--- src/design/ivm_pkg.sv ---
package ivm_pkg;
   // table geometry
   localparam int IVM_NUM_SRC = 30;
   localparam int IVM_SRC_W = 5;
   localparam int IVM_ADDR_W = 16;
   localparam logic [15:0] IVM_RESET_ADDR = 16'h0000;
   localparam logic [15:0] IVM_TABLE_OFS = 16'h0002;
   // boot-reset fuse encoding: zero means programmed
   localparam logic IVM_FUSE_PROGRAMMED = 1'b0;
   // zero-based source indices, vector number minus two
   localparam logic [4:0] IVM_SRC_EXT_IRQ_0 = 5'h00;
   localparam logic [4:0] IVM_SRC_EXT_IRQ_2 = 5'h02;
   localparam logic [4:0] IVM_SRC_PIN_CHANGE_IRQ_0 = 5'h03;
   localparam logic [4:0] IVM_SRC_PIN_CHANGE_IRQ_3 = 5'h06;
   localparam logic [4:0] IVM_SRC_WATCHDOG = 5'h07;
   localparam logic [4:0] IVM_SRC_TIMER_B_OVF = 5'h0a;
   localparam logic [4:0] IVM_SRC_WIDE_TIMER_CAPTURE = 5'h0b;
   localparam logic [4:0] IVM_SRC_TIMER_A_OVF = 5'h11;
   localparam logic [4:0] IVM_SRC_SERIAL_PERIPH_DONE = 5'h12;
   localparam logic [4:0] IVM_SRC_PROGRAM_STORE_READY = 5'h1a;
   localparam logic [4:0] IVM_SRC_UART_B_TX_DONE = 5'h1d;
   // fixed vector addresses used by the checks
   localparam logic [15:0] IVM_VEC_EXT_IRQ_2 = 16'h0006;
   localparam logic [15:0] IVM_VEC_PIN_CHANGE_IRQ_3 = 16'h000e;
   localparam logic [15:0] IVM_VEC_WATCHDOG = 16'h0010;
   localparam logic [15:0] IVM_VEC_TIMER_B_OVF = 16'h0016;
   localparam logic [15:0] IVM_VEC_WIDE_TIMER_CAPTURE = 16'h0018;
   localparam logic [15:0] IVM_VEC_TIMER_A_OVF = 16'h0024;
   localparam logic [15:0] IVM_VEC_SERIAL_PERIPH_DONE = 16'h0026;
   localparam logic [15:0] IVM_VEC_PROGRAM_STORE_READY = 16'h0036;
   localparam logic [15:0] IVM_VEC_UART_B_TX_DONE = 16'h003c;

   // dispatcher states
   typedef enum logic [1:0] {
      IVM_ST_BOOT = 2'b00,
      IVM_ST_IDLE = 2'b01,
      IVM_ST_OFFER = 2'b10
   } ivm_state_type;
endpackage

--- src/design/ivm_vector_mapper.sv ---
`timescale 1ns/1ns
// Behaviour
// RQ1 - any reset starts fetch at the reset vector, zero unless relocated
// RQ2 - external requests 0, 1, 2 go to 0x0002, 0x0004, 0x0006
// RQ3 - pin-change requests 0 to 3 go to 0x0008 through 0x000E
// RQ4 - watchdog time-out request goes to 0x0010
// RQ5 - timer B compare A, compare B, overflow go to 0x0012..0x0016
// RQ6 - wide timer capture, compare A, B, overflow go to 0x0018..0x001E
// RQ7 - timer A compare A, compare B, overflow go to 0x0020..0x0024
// RQ8 - serial done to 0x0026, uart A receive, empty, transmit 0x0028..0x002C
// RQ9 - comparator, converter, nv data, two-wire, program store 0x002E..0x0036
// RQ10 - uart B receive, empty, transmit go to 0x0038..0x003C, table end
// RQ11 - programmed fuse moves reset start to the boot loader reset address
// RQ12 - table select set adds boot section start to every vector address
// RQ13 - table starts at boot address plus 0x0002 when selected, else 0x0002
// RQ14 - reset address and table base are chosen independently
// RQ15 - fuse value one is unprogrammed, zero is programmed
// RQ16 - taking watchdog vector clears its flag, and enable in combined mode
// RQ17 - among pending requests the lowest vector number wins
// RQ18 - each vector is two words: base plus twice the source index
module ivm_vector_mapper
   import ivm_pkg::*;
#(
   parameter int ADDR_W = IVM_ADDR_W,
   parameter int NUM_SRC = IVM_NUM_SRC
) (
   // clock and reset
   input wire logic clock_i,
   input wire logic reset_n_i,
   input wire logic clk_en_i,
   // configuration
   input wire logic boot_reset_select_fuse_i,
   input wire logic vector_table_select_i,
   input wire logic [ADDR_W-1:0] boot_reset_addr_i,
   input wire logic watchdog_reset_mode_i,
   // peripheral requests, already masked by their own enables
   input wire logic [NUM_SRC-1:0] irq_pending_i,
   input wire logic irq_global_en_i,
   // core fetch side
   input wire logic core_take_i,
   output logic vector_valid_o,
   output logic vector_is_reset_o,
   output logic [ADDR_W-1:0] vector_addr_o,
   output logic [IVM_SRC_W-1:0] vector_src_o,
   output logic [NUM_SRC-1:0] irq_ack_o,
   output logic watchdog_irq_flag_clr_o,
   output logic watchdog_irq_enable_clr_o
);

   ivm_state_type state_q, state_d;
   logic valid_q, valid_d;
   logic is_reset_q, is_reset_d;
   logic [ADDR_W-1:0] addr_q, addr_d;
   logic [IVM_SRC_W-1:0] src_q, src_d;
   logic tsel_q, tsel_d;
   logic [NUM_SRC-1:0] ack_q, ack_d;
   logic wdf_clr_q, wdf_clr_d;
   logic wde_clr_q, wde_clr_d;
   logic any_pend;
   logic [IVM_SRC_W-1:0] win_src;
   logic [ADDR_W-1:0] tbl_base;

   // priority pick: scanning downward leaves the lowest index standing
   always_comb begin
      any_pend = 1'b0;
      win_src = '0;
      for (int i = NUM_SRC - 1; i >= 0; i--) begin
         if (irq_pending_i[i]) begin
            any_pend = 1'b1;
            win_src = IVM_SRC_W'(i); // [RQ17]
         end
      end
   end

   // table base follows the select bit only, never the fuse
   always_comb begin
      if (vector_table_select_i) begin
         tbl_base = boot_reset_addr_i + ADDR_W'(IVM_TABLE_OFS); // [RQ12] [RQ13]
      end else begin
         tbl_base = ADDR_W'(IVM_TABLE_OFS); // [RQ13] [RQ14]
      end
   end

   // dispatcher next state
   always_comb begin
      state_d = state_q;
      valid_d = valid_q;
      is_reset_d = is_reset_q;
      addr_d = addr_q;
      src_d = src_q;
      tsel_d = tsel_q;
      ack_d = '0;
      wdf_clr_d = 1'b0;
      wde_clr_d = 1'b0;
      case (state_q)
         IVM_ST_BOOT: begin
            // fuse is read here, after release, not under reset
            valid_d = 1'b1;
            is_reset_d = 1'b1;
            if (boot_reset_select_fuse_i == IVM_FUSE_PROGRAMMED) begin
               addr_d = boot_reset_addr_i; // [RQ11] [RQ15]
            end else begin
               addr_d = ADDR_W'(IVM_RESET_ADDR); // [RQ1] [RQ14]
            end
            state_d = IVM_ST_OFFER;
         end
         IVM_ST_IDLE: begin
            if (irq_global_en_i && any_pend) begin
               valid_d = 1'b1;
               is_reset_d = 1'b0;
               src_d = win_src;
               tsel_d = vector_table_select_i;
               // two words per entry [RQ18] [RQ2] [RQ3] [RQ4] [RQ5]
               addr_d = tbl_base + ADDR_W'({win_src, 1'b0}); // [RQ6] [RQ7]
               state_d = IVM_ST_OFFER; // [RQ8] [RQ9] [RQ10]
            end
         end
         IVM_ST_OFFER: begin
            // the address stands until the core takes it
            if (core_take_i) begin
               valid_d = 1'b0;
               state_d = IVM_ST_IDLE;
               if (!is_reset_q) begin
                  ack_d[src_q] = 1'b1;
                  if (src_q == IVM_SRC_WATCHDOG) begin
                     wdf_clr_d = 1'b1; // [RQ16]
                     wde_clr_d = watchdog_reset_mode_i; // [RQ16]
                  end
               end
            end
         end
         default: begin
            state_d = IVM_ST_BOOT;
            valid_d = 1'b0;
         end
      endcase
   end

   // registers; clock enable low freezes everything
   always_ff @(posedge clock_i or negedge reset_n_i) begin
      if (!reset_n_i) begin
         state_q <= IVM_ST_BOOT;
         valid_q <= 1'b0;
         is_reset_q <= 1'b0;
         addr_q <= '0;
         src_q <= '0;
         tsel_q <= 1'b0;
         ack_q <= '0;
         wdf_clr_q <= 1'b0;
         wde_clr_q <= 1'b0;
      end else if (clk_en_i) begin
         state_q <= state_d;
         valid_q <= valid_d;
         is_reset_q <= is_reset_d;
         addr_q <= addr_d;
         src_q <= src_d;
         tsel_q <= tsel_d;
         ack_q <= ack_d;
         wdf_clr_q <= wdf_clr_d;
         wde_clr_q <= wde_clr_d;
      end
   end

   // outputs straight from flops
   assign vector_valid_o = valid_q;
   assign vector_is_reset_o = is_reset_q;
   assign vector_addr_o = addr_q;
   assign vector_src_o = src_q;
   assign irq_ack_o = ack_q;
   assign watchdog_irq_flag_clr_o = wdf_clr_q;
   assign watchdog_irq_enable_clr_o = wde_clr_q;

   // checks on reset and table vectors; fixed-address ones under default placement only
   logic irq_shown;
   assign irq_shown = valid_q && !is_reset_q && !tsel_q;

   property p_reset_vec;
      @(posedge clock_i) disable iff (!reset_n_i)
      (reset_n_i && state_q == IVM_ST_BOOT && clk_en_i
       && boot_reset_select_fuse_i) // release edge itself still resets
      |=> (valid_q && is_reset_q && addr_q == ADDR_W'(IVM_RESET_ADDR));
   endproperty
   a_reset_vec: assert property (p_reset_vec) // [RQ1]
      else $error("reset vector not at zero with fuse unprogrammed");
   property p_boot_vec;
      @(posedge clock_i) disable iff (!reset_n_i)
      (reset_n_i && state_q == IVM_ST_BOOT && clk_en_i
       && !boot_reset_select_fuse_i)
      |=> (valid_q && is_reset_q && addr_q == $past(boot_reset_addr_i));
   endproperty
   a_boot_vec: assert property (p_boot_vec) // [RQ11]
      else $error("programmed fuse did not relocate reset vector");

   property p_ext2;
      @(posedge clock_i) disable iff (!reset_n_i)
      (irq_shown && src_q == IVM_SRC_EXT_IRQ_2)
      |-> addr_q == ADDR_W'(IVM_VEC_EXT_IRQ_2);
   endproperty
   a_ext2: assert property (p_ext2) // [RQ2]
      else $error("external request 2 vector wrong");
   property p_pc3;
      @(posedge clock_i) disable iff (!reset_n_i)
      (irq_shown && src_q == IVM_SRC_PIN_CHANGE_IRQ_3)
      |-> addr_q == ADDR_W'(IVM_VEC_PIN_CHANGE_IRQ_3);
   endproperty
   a_pc3: assert property (p_pc3) // [RQ3]
      else $error("pin-change 3 vector wrong");
   property p_wdog;
      @(posedge clock_i) disable iff (!reset_n_i)
      (irq_shown && src_q == IVM_SRC_WATCHDOG)
      |-> addr_q == ADDR_W'(IVM_VEC_WATCHDOG);
   endproperty
   a_wdog: assert property (p_wdog) // [RQ4]
      else $error("watchdog vector wrong");
   property p_tmb;
      @(posedge clock_i) disable iff (!reset_n_i)
      (irq_shown && src_q == IVM_SRC_TIMER_B_OVF)
      |-> addr_q == ADDR_W'(IVM_VEC_TIMER_B_OVF);
   endproperty
   a_tmb: assert property (p_tmb) // [RQ5]
      else $error("timer B overflow vector wrong");
   property p_wide;
      @(posedge clock_i) disable iff (!reset_n_i)
      (irq_shown && src_q == IVM_SRC_WIDE_TIMER_CAPTURE)
      |-> addr_q == ADDR_W'(IVM_VEC_WIDE_TIMER_CAPTURE);
   endproperty
   a_wide: assert property (p_wide) // [RQ6]
      else $error("wide timer capture vector wrong");
   property p_tma;
      @(posedge clock_i) disable iff (!reset_n_i)
      (irq_shown && src_q == IVM_SRC_TIMER_A_OVF)
      |-> addr_q == ADDR_W'(IVM_VEC_TIMER_A_OVF);
   endproperty
   a_tma: assert property (p_tma) // [RQ7]
      else $error("timer A overflow vector wrong");
   property p_spd;
      @(posedge clock_i) disable iff (!reset_n_i)
      (irq_shown && src_q == IVM_SRC_SERIAL_PERIPH_DONE)
      |-> addr_q == ADDR_W'(IVM_VEC_SERIAL_PERIPH_DONE);
   endproperty
   a_spd: assert property (p_spd) // [RQ8]
      else $error("serial done vector wrong");
   property p_psr;
      @(posedge clock_i) disable iff (!reset_n_i)
      (irq_shown && src_q == IVM_SRC_PROGRAM_STORE_READY)
      |-> addr_q == ADDR_W'(IVM_VEC_PROGRAM_STORE_READY);
   endproperty
   a_psr: assert property (p_psr) // [RQ9]
      else $error("program store ready vector wrong");

   property p_ubt;
      @(posedge clock_i) disable iff (!reset_n_i)
      (irq_shown && src_q == IVM_SRC_UART_B_TX_DONE)
      |-> addr_q == ADDR_W'(IVM_VEC_UART_B_TX_DONE);
   endproperty
   a_ubt: assert property (p_ubt) // [RQ10]
      else $error("uart B transmit vector wrong");

   property p_moved;
      @(posedge clock_i) disable iff (!reset_n_i)
      (state_q == IVM_ST_IDLE && clk_en_i && irq_global_en_i && any_pend
       && vector_table_select_i)
      |=> addr_q == $past(boot_reset_addr_i) + ADDR_W'(IVM_TABLE_OFS)
          + ADDR_W'({src_q, 1'b0});
   endproperty
   a_moved: assert property (p_moved) // [RQ12]
      else $error("moved table address wrong");

   property p_prio;
      @(posedge clock_i) disable iff (!reset_n_i)
      (state_q == IVM_ST_IDLE && clk_en_i && irq_global_en_i
       && irq_pending_i[0])
      |=> (valid_q && src_q == IVM_SRC_EXT_IRQ_0);
   endproperty
   a_prio: assert property (p_prio) // [RQ17]
      else $error("lowest vector did not win");

   property p_wdclr;
      @(posedge clock_i) disable iff (!reset_n_i)
      (state_q == IVM_ST_OFFER && clk_en_i && core_take_i && !is_reset_q
       && src_q == IVM_SRC_WATCHDOG)
      |=> (wdf_clr_q && wde_clr_q == $past(watchdog_reset_mode_i)
           && !valid_q);
   endproperty
   a_wdclr: assert property (p_wdclr) // [RQ16]
      else $error("watchdog flag clear missing");

   c_reset_taken: cover property (@(posedge clock_i)
      valid_q && is_reset_q && core_take_i && clk_en_i);
   c_irq_taken: cover property (@(posedge clock_i)
      valid_q && !is_reset_q && core_take_i && clk_en_i);
   c_moved_table: cover property (@(posedge clock_i)
      valid_q && !is_reset_q && tsel_q);
   c_wdog_combined: cover property (@(posedge clock_i) wde_clr_q);

endmodule

--- config.mk ---
export PLATFORM = sky130hd
export DESIGN_NAME = ivm_vector_mapper
export DESIGN_NICKNAME = d
export VERILOG_FILES = /design/src/design/ivm_pkg.sv /design/src/design/ivm_vector_mapper.sv
export SDC_FILE = /design/constraint.sdc
export NUM_CORES = 1
export LEC_CHECK = 0
export BUFFER_PORTS_ARGS = -buffer_cell sky130_fd_sc_hd__buf_4
export CORE_ASPECT_RATIO = 0.7
export CORE_UTILIZATION = 55
export DETAILED_ROUTE_END_ITERATION = 7
export HOLD_SLACK_MARGIN = 0.1
export PLACE_DENSITY = 0.88
export SYNTH_ARGS = -nofsm -noshare
export SYNTH_HDL_FRONTEND = slang
export SYNTH_SLANG_ARGS = --single-unit
--- constraint.sdc ---
create_clock -name clock_i -period 3.2 [get_ports clock_i]
set_input_delay 0.64 -clock clock_i [delete_from_list [all_inputs] [get_ports clock_i]]
set_output_delay 0.64 -clock clock_i [all_outputs]
set_load 0.05 [all_outputs]
# [After elaboration in Yosys (flattened, before gate mapping)]
# Cells that the tools add are included.
[word_totals] out_inout_bits=55 in_bits=54 register_bits=57
[classes] reduce_logical=7 muxes=85 eq_ne=5 addsub=2 magnitude_cmp=2
[ops] op="5-bit 2-to-1 mux" count=30
[ops] op="30-bit 2-to-1 mux" count=3
[ops] op="16-bit 2-to-1 mux" count=3
[ops] op="1-bit 2-to-1 mux" count=42
[ops] op="16-bit case mux with 2 select lines" count=1
[ops] op="16-bit by 2-bit adder with 16-bit output (second input constant)" count=1
[ops] op="16-bit by 6-bit adder with 16-bit output" count=1
[ops] op="3-bit AND reduction" count=3
[ops] op="5-bit by 6-bit < comparator with 1-bit output (second input constant)" count=1
[ops] op="2-bit case mux with 3 select lines" count=1
[ops] op="1-bit demux with 5-bit select" count=1
[ops] op="5-bit by 3-bit == test with 1-bit output (second input constant)" count=1
[ops] op="5-bit by 1-bit greater-or-equal comparator with 1-bit output (second input constant)" count=1
[ops] op="2-bit 2-to-1 mux" count=2
[ops] op="2-bit != test (second input constant)" count=2
[ops] op="1-bit case mux with 3 select lines" count=1
[ops] op="2-bit by 1-bit == test with 1-bit output (second input constant)" count=1
[ops] op="2-bit == test (second input constant)" count=1
[ops] op="1-bit logical AND" count=2
[ops] op="2-bit zero test" count=1
[ops] op="1-bit case mux with 2 select lines" count=1
[ops] op="2-bit nonzero test" count=1

# [Logic depth before layout (Yosys ltp)]
[depth] depth_word=33 depth_mapped=16 mapped_depth_nobuf=16

# [Least setup slack after synthesis]
# Ideal clock, no wire load.
[synth_path] path_type="input to register" startpoint="in irq_pending_i[24]" endpoint="reg addr_q[8] (netlist: vector_addr_o[8])" path_stages=14 t_required_ps=3131 setup_time_ps=69 setup_slack_ps=-328 arrival_time_ps=3458 n_path_buf=0 path_cell_list="o31ai_1 > a211oi_1 > o31a_1 > o31ai_1 > a21oi_1 > nor3_1 > ha_1 > a211oi_1 > o21bai_1 > a21oi_1 > nor2_2 > a221oi_2 > mux2_1 > nand3_1"
[synth_between] elab_chain_len=28 word_cells_on_any_way=56 classes_between="add/sub: 1; eq/ne: 1; mux: 52; reduce/logical: 2"
[synth_lines] element="from (decl)" line_no="ivm_vector_mapper.sv:37" text="input wire logic [NUM_SRC-1:0] irq_pending_i,"
[synth_lines] element="5-bit 2-to-1 mux (25 in series)" line_no="ivm_vector_mapper.sv:68" text="if (irq_pending_i[i]) begin"
[synth_lines] element="net win_src[1]" line_no="ivm_vector_mapper.sv:60" text="logic [IVM_SRC_W-1:0] win_src;"
[synth_lines] element="16-bit by 6-bit adder with 16-bit output" line_no="ivm_vector_mapper.sv:114" text="addr_d = tbl_base + ADDR_W'({win_src, 1'b0});"
[synth_lines] element="16-bit 2-to-1 mux" line_no="ivm_vector_mapper.sv:108" text="if (irq_global_en_i && any_pend) begin"
[synth_lines] element="16-bit case mux with 2 select lines" line_no="ivm_vector_mapper.sv:95" text="case (state_q)"
[synth_lines] element="to (signal assigned)" line_no="ivm_vector_mapper.sv:155" text="addr_q <= addr_d;"
[synth_lines] element="to (decl)" line_no="ivm_vector_mapper.sv:53" text="logic [ADDR_W-1:0] addr_q, addr_d;"
# The timed path passes the listed nets, and every way through them passes these cells. The select of a mux whose other input is x is not followed.
# A chain may end at the register's enable or synchronous reset.

# [Final worst setup path]
# Ends and elaborated chain as after synthesis.

==> results.ini <==
[logic_synthesis]
yosys.area.top_type_share_pct = 41.1
synthTopCellsByArea = dfrtp_1 41%, o2bb2ai_1 7.3%, a21oi_1 4.5%
synth_ff_type = dfrtp_1
synth-edff-count = 0
synthTopCellsByCount = 57 x dfrtp_1, 33 x nor2_1, 32 x nand2_1, 31 x a21oi_1, 29 x o2bb2ai_1
syn_area_um2 = 3470
syn_nets = 440
yosysUniqueCellTypes = 58
async_flop_share_pct = 100
synth-seq-cells = 57
synth_top_area_cell = dfrtp_1
avgSynthCellArea_um2 = 9.15
synth_cells = 379
synth.most_common_cell = dfrtp_1
yosys_warnings = 0
ys_seq_area_share_pct = 41.1

[setup_path]
endpoint_kind = flip-flop
crit_type = in -> reg
arrival_ns = 3.47
start_kind = input pin
r2r-start = state_q[0]
critPathMaxFanout = 3
cp.required_ns = 3.49
cp-startpoint = irq_pending_i[24]

[global_routing]
grt_usage_pct = 31.0
grt_pass1_wl_mm = 16.0
grt_overflow = 0
antenna_found_initial = 0
grt_pass1_vias = 3241
grt_max_degree = 58

[detailed_routing]
wl_per_cell_um = 17.3
final_antenna_net_count = 0
route.detailed.drc = 0
wl_mm = 10.2
vias = 3619
viasPerCell = 6.14
initialDrtViolationCount = 267
first_pass_iters = 5

[place]
post-dp-hpwl_mm = 7.25
io_buffers = 108
post_dp_cell_area_um2 = 4490
gp_congestion = 0.933

[sta]
maxSlewHeadroom_pct = 47.8
worst_slew_pin_slew_ns = 0.781
fmax_mhz = 314
drv_slew = 0
layout_min_cycle_time_ns = 3.18
rsz0062_at_grt = true
finalHoldViolCount = 0
setup_viol = 0
finalCritPeriodShare_pct = 99.4
skew_ns = 0.0118

[floorplan]
coreArea_um2 = 5900
dieArea_um2 = 6630
start_util_pct = 58.8
fp.dieW_um = 96.9
placementRows = 23
ioPinCount = 109
die_y_um = 68.4

[power_and_ir_drop]
clkPwrFrac_pct = 27.1
p_sw_share_pct = 42.0
switchingPower_mw = 1.19
irDropWorstVdd_mv = 0.464
leakagePower_nw = 2.20
power_frac_seq_pct = 33.4
p_per_area_nw_per_um2 = 590
internal-power_mw = 1.65
pwr-share-comb_pct = 39.5

[cts]
cts.sinks = 57
clk_path_buf_depth = 2
clk_latency_ns = 0.35
clkTransAtPathRegs_ns = 0.07
cts_tree = built
root_buffer = clkbuf_8
numCtsBuffers = 9
htreeDepth = 3

[final_layout]
finalCoreUtilization_pct = 81.7
drive_gt1_share_pct = 35.4
nNetsFinal = 570
fin_area_um2 = 4820
diodes = 0
area_growth_pct = 39.0

[min_path]
hp-class = in -> async

[run]
max_cap_violations = 0

[run_status]
outcome = finished clean

per-layer routing:
layer  wire [µm]  track usage [%]
met1        4700             42.6
met2        4750             49.7
met3         621             7.76
met5           0                0
met4         138             7.28
logic make-up (layout without fill, tap and decap cells):
kind of cell,Yosys count,count (layout),share of synthesized area [%]
and+or+nand+nor,150,150,23.2
buffers and inverters,29,164,3.46
AOI/OAI and AO/OA,111,111,22.7
xor gates and xnor gates,15,15,3.79
muxes,10,10,3.03
DFF,57,57,41.1
adders and majority gates,7,7,2.74
critical path, cell delays in order:
cell and delay, ns:
buf_8 0.10, o31ai_4 0.25, a211oi_2 0.10, o31a_1 0.26, o31ai_2 0.24, a21oi_2 0.11, nor3_2 0.16, ha_1 0.29
a211oi_2 0.22, o21bai_1 0.11, a21oi_2 0.18, buf_4 0.16, nor4_4 0.04, a221oi_2 0.19, mux2_1 0.34, nand3_1 0.06
worst paths after layout:
kind                            slack [ns]  depth (start not counted)          endpoint
worst max-delay path                  0.02                         16  vector_addr_o[8]
min in group clock_i                  0.47                          2  vector_addr_o[0]
worst max register to register        1.01                          4   vector_src_o[0]
worst min-delay path                  0.33                          1     irq_ack_o[25]
worst min register to register        0.47                          2  vector_addr_o[0]
max in group asynchronous             2.39                          1   vector_src_o[0]
cell usage in the layout (no fill, tap or decap), types with 4 or more instances in the layout:
| master | count |
|---|---|
| nand4_1 | 8 |
| o2bb2ai_1 | 29 |
| nor2_1 | 32 |
| mux2i_1 | 6 |
| nand2b_1 | 4 |
| nand2_1 | 32 |
| a211oi_1 | 4 |
| nor3_1 | 11 |
| nor4_1 | 11 |
| clkbuf_8 | 9 |
| nand3b_1 | 5 |
| and2_1 | 4 |
| o21ai_0 | 10 |
| dfrtp_1 | 57 |
| xnor2_1 | 8 |
| nand3_1 | 15 |
| o211ai_1 | 4 |
| buf_4 | 134 |
| ha_1 | 5 |
| a21oi_1 | 29 |
| inv_1 | 10 |
| nor2b_1 | 4 |
| a21o_1 | 5 |
| nor3b_1 | 5 |
| xor2_1 | 6 |
sequential cells by signal (all words and copies together), names as in the netlist:
name and cells:
vector_valid_o 1, vector_src_o 5, watchdog_irq_flag_clr_o 1, vector_addr_o 16, state_q 2, vector_is_reset_o 1
watchdog_irq_enable_clr_o 1, irq_ack_o 30
power groups by stage:
stage,sequential [mW],clock [mW],combinational (mW)
finish,0.950,0.771,1.12
global route,0.968,0.816,1.19
detailed placement,0.958,0,1.11
floorplan,1.35,0,0.311
CTS,0.946,0.779,1.11
global placement,0.952,0,1.09
what timing repair did:
action	in CTS	in global routing
buffers inserted	0	5
pin swaps	0	10
hold endpoints to repair	0	0
resized for setup	1	16
endpoints found under the setup margin	1	8
hold buffers	0	0
final cells by class:
class	instances	area, µm²
Clock buffer	9	124
Clock inverter	7	103
Fill cell	360	1080
Inverter	12	45.0
Multi-Input combinational cell	293	1990
Sequential cell	57	1430
Tap cell	75	93.8
Timing Repair Buffer	136	1030
per-stage QoR:
step | cells | setup TNS [ns] | total power [mW] | setup slack, ns | hold WS, ns
finish | 589 | 0 | 2.84 | 0.0200 | 0.334
global route | 589 | -0.246 | 2.97 | -0.138 | 0.386
CTS | 585 | 0 | 2.84 | 0.0296 | 0.366
detailed placement | 569 | -2.52 | 2.06 | -0.417 | 0.460
global placement | 569 | -1.27 | 2.04 | -0.250 | 0.457
floorplan | 379 | -0.0610 | 1.66 | -0.0610 | 0.344
(Power assumes the default switching activity.)
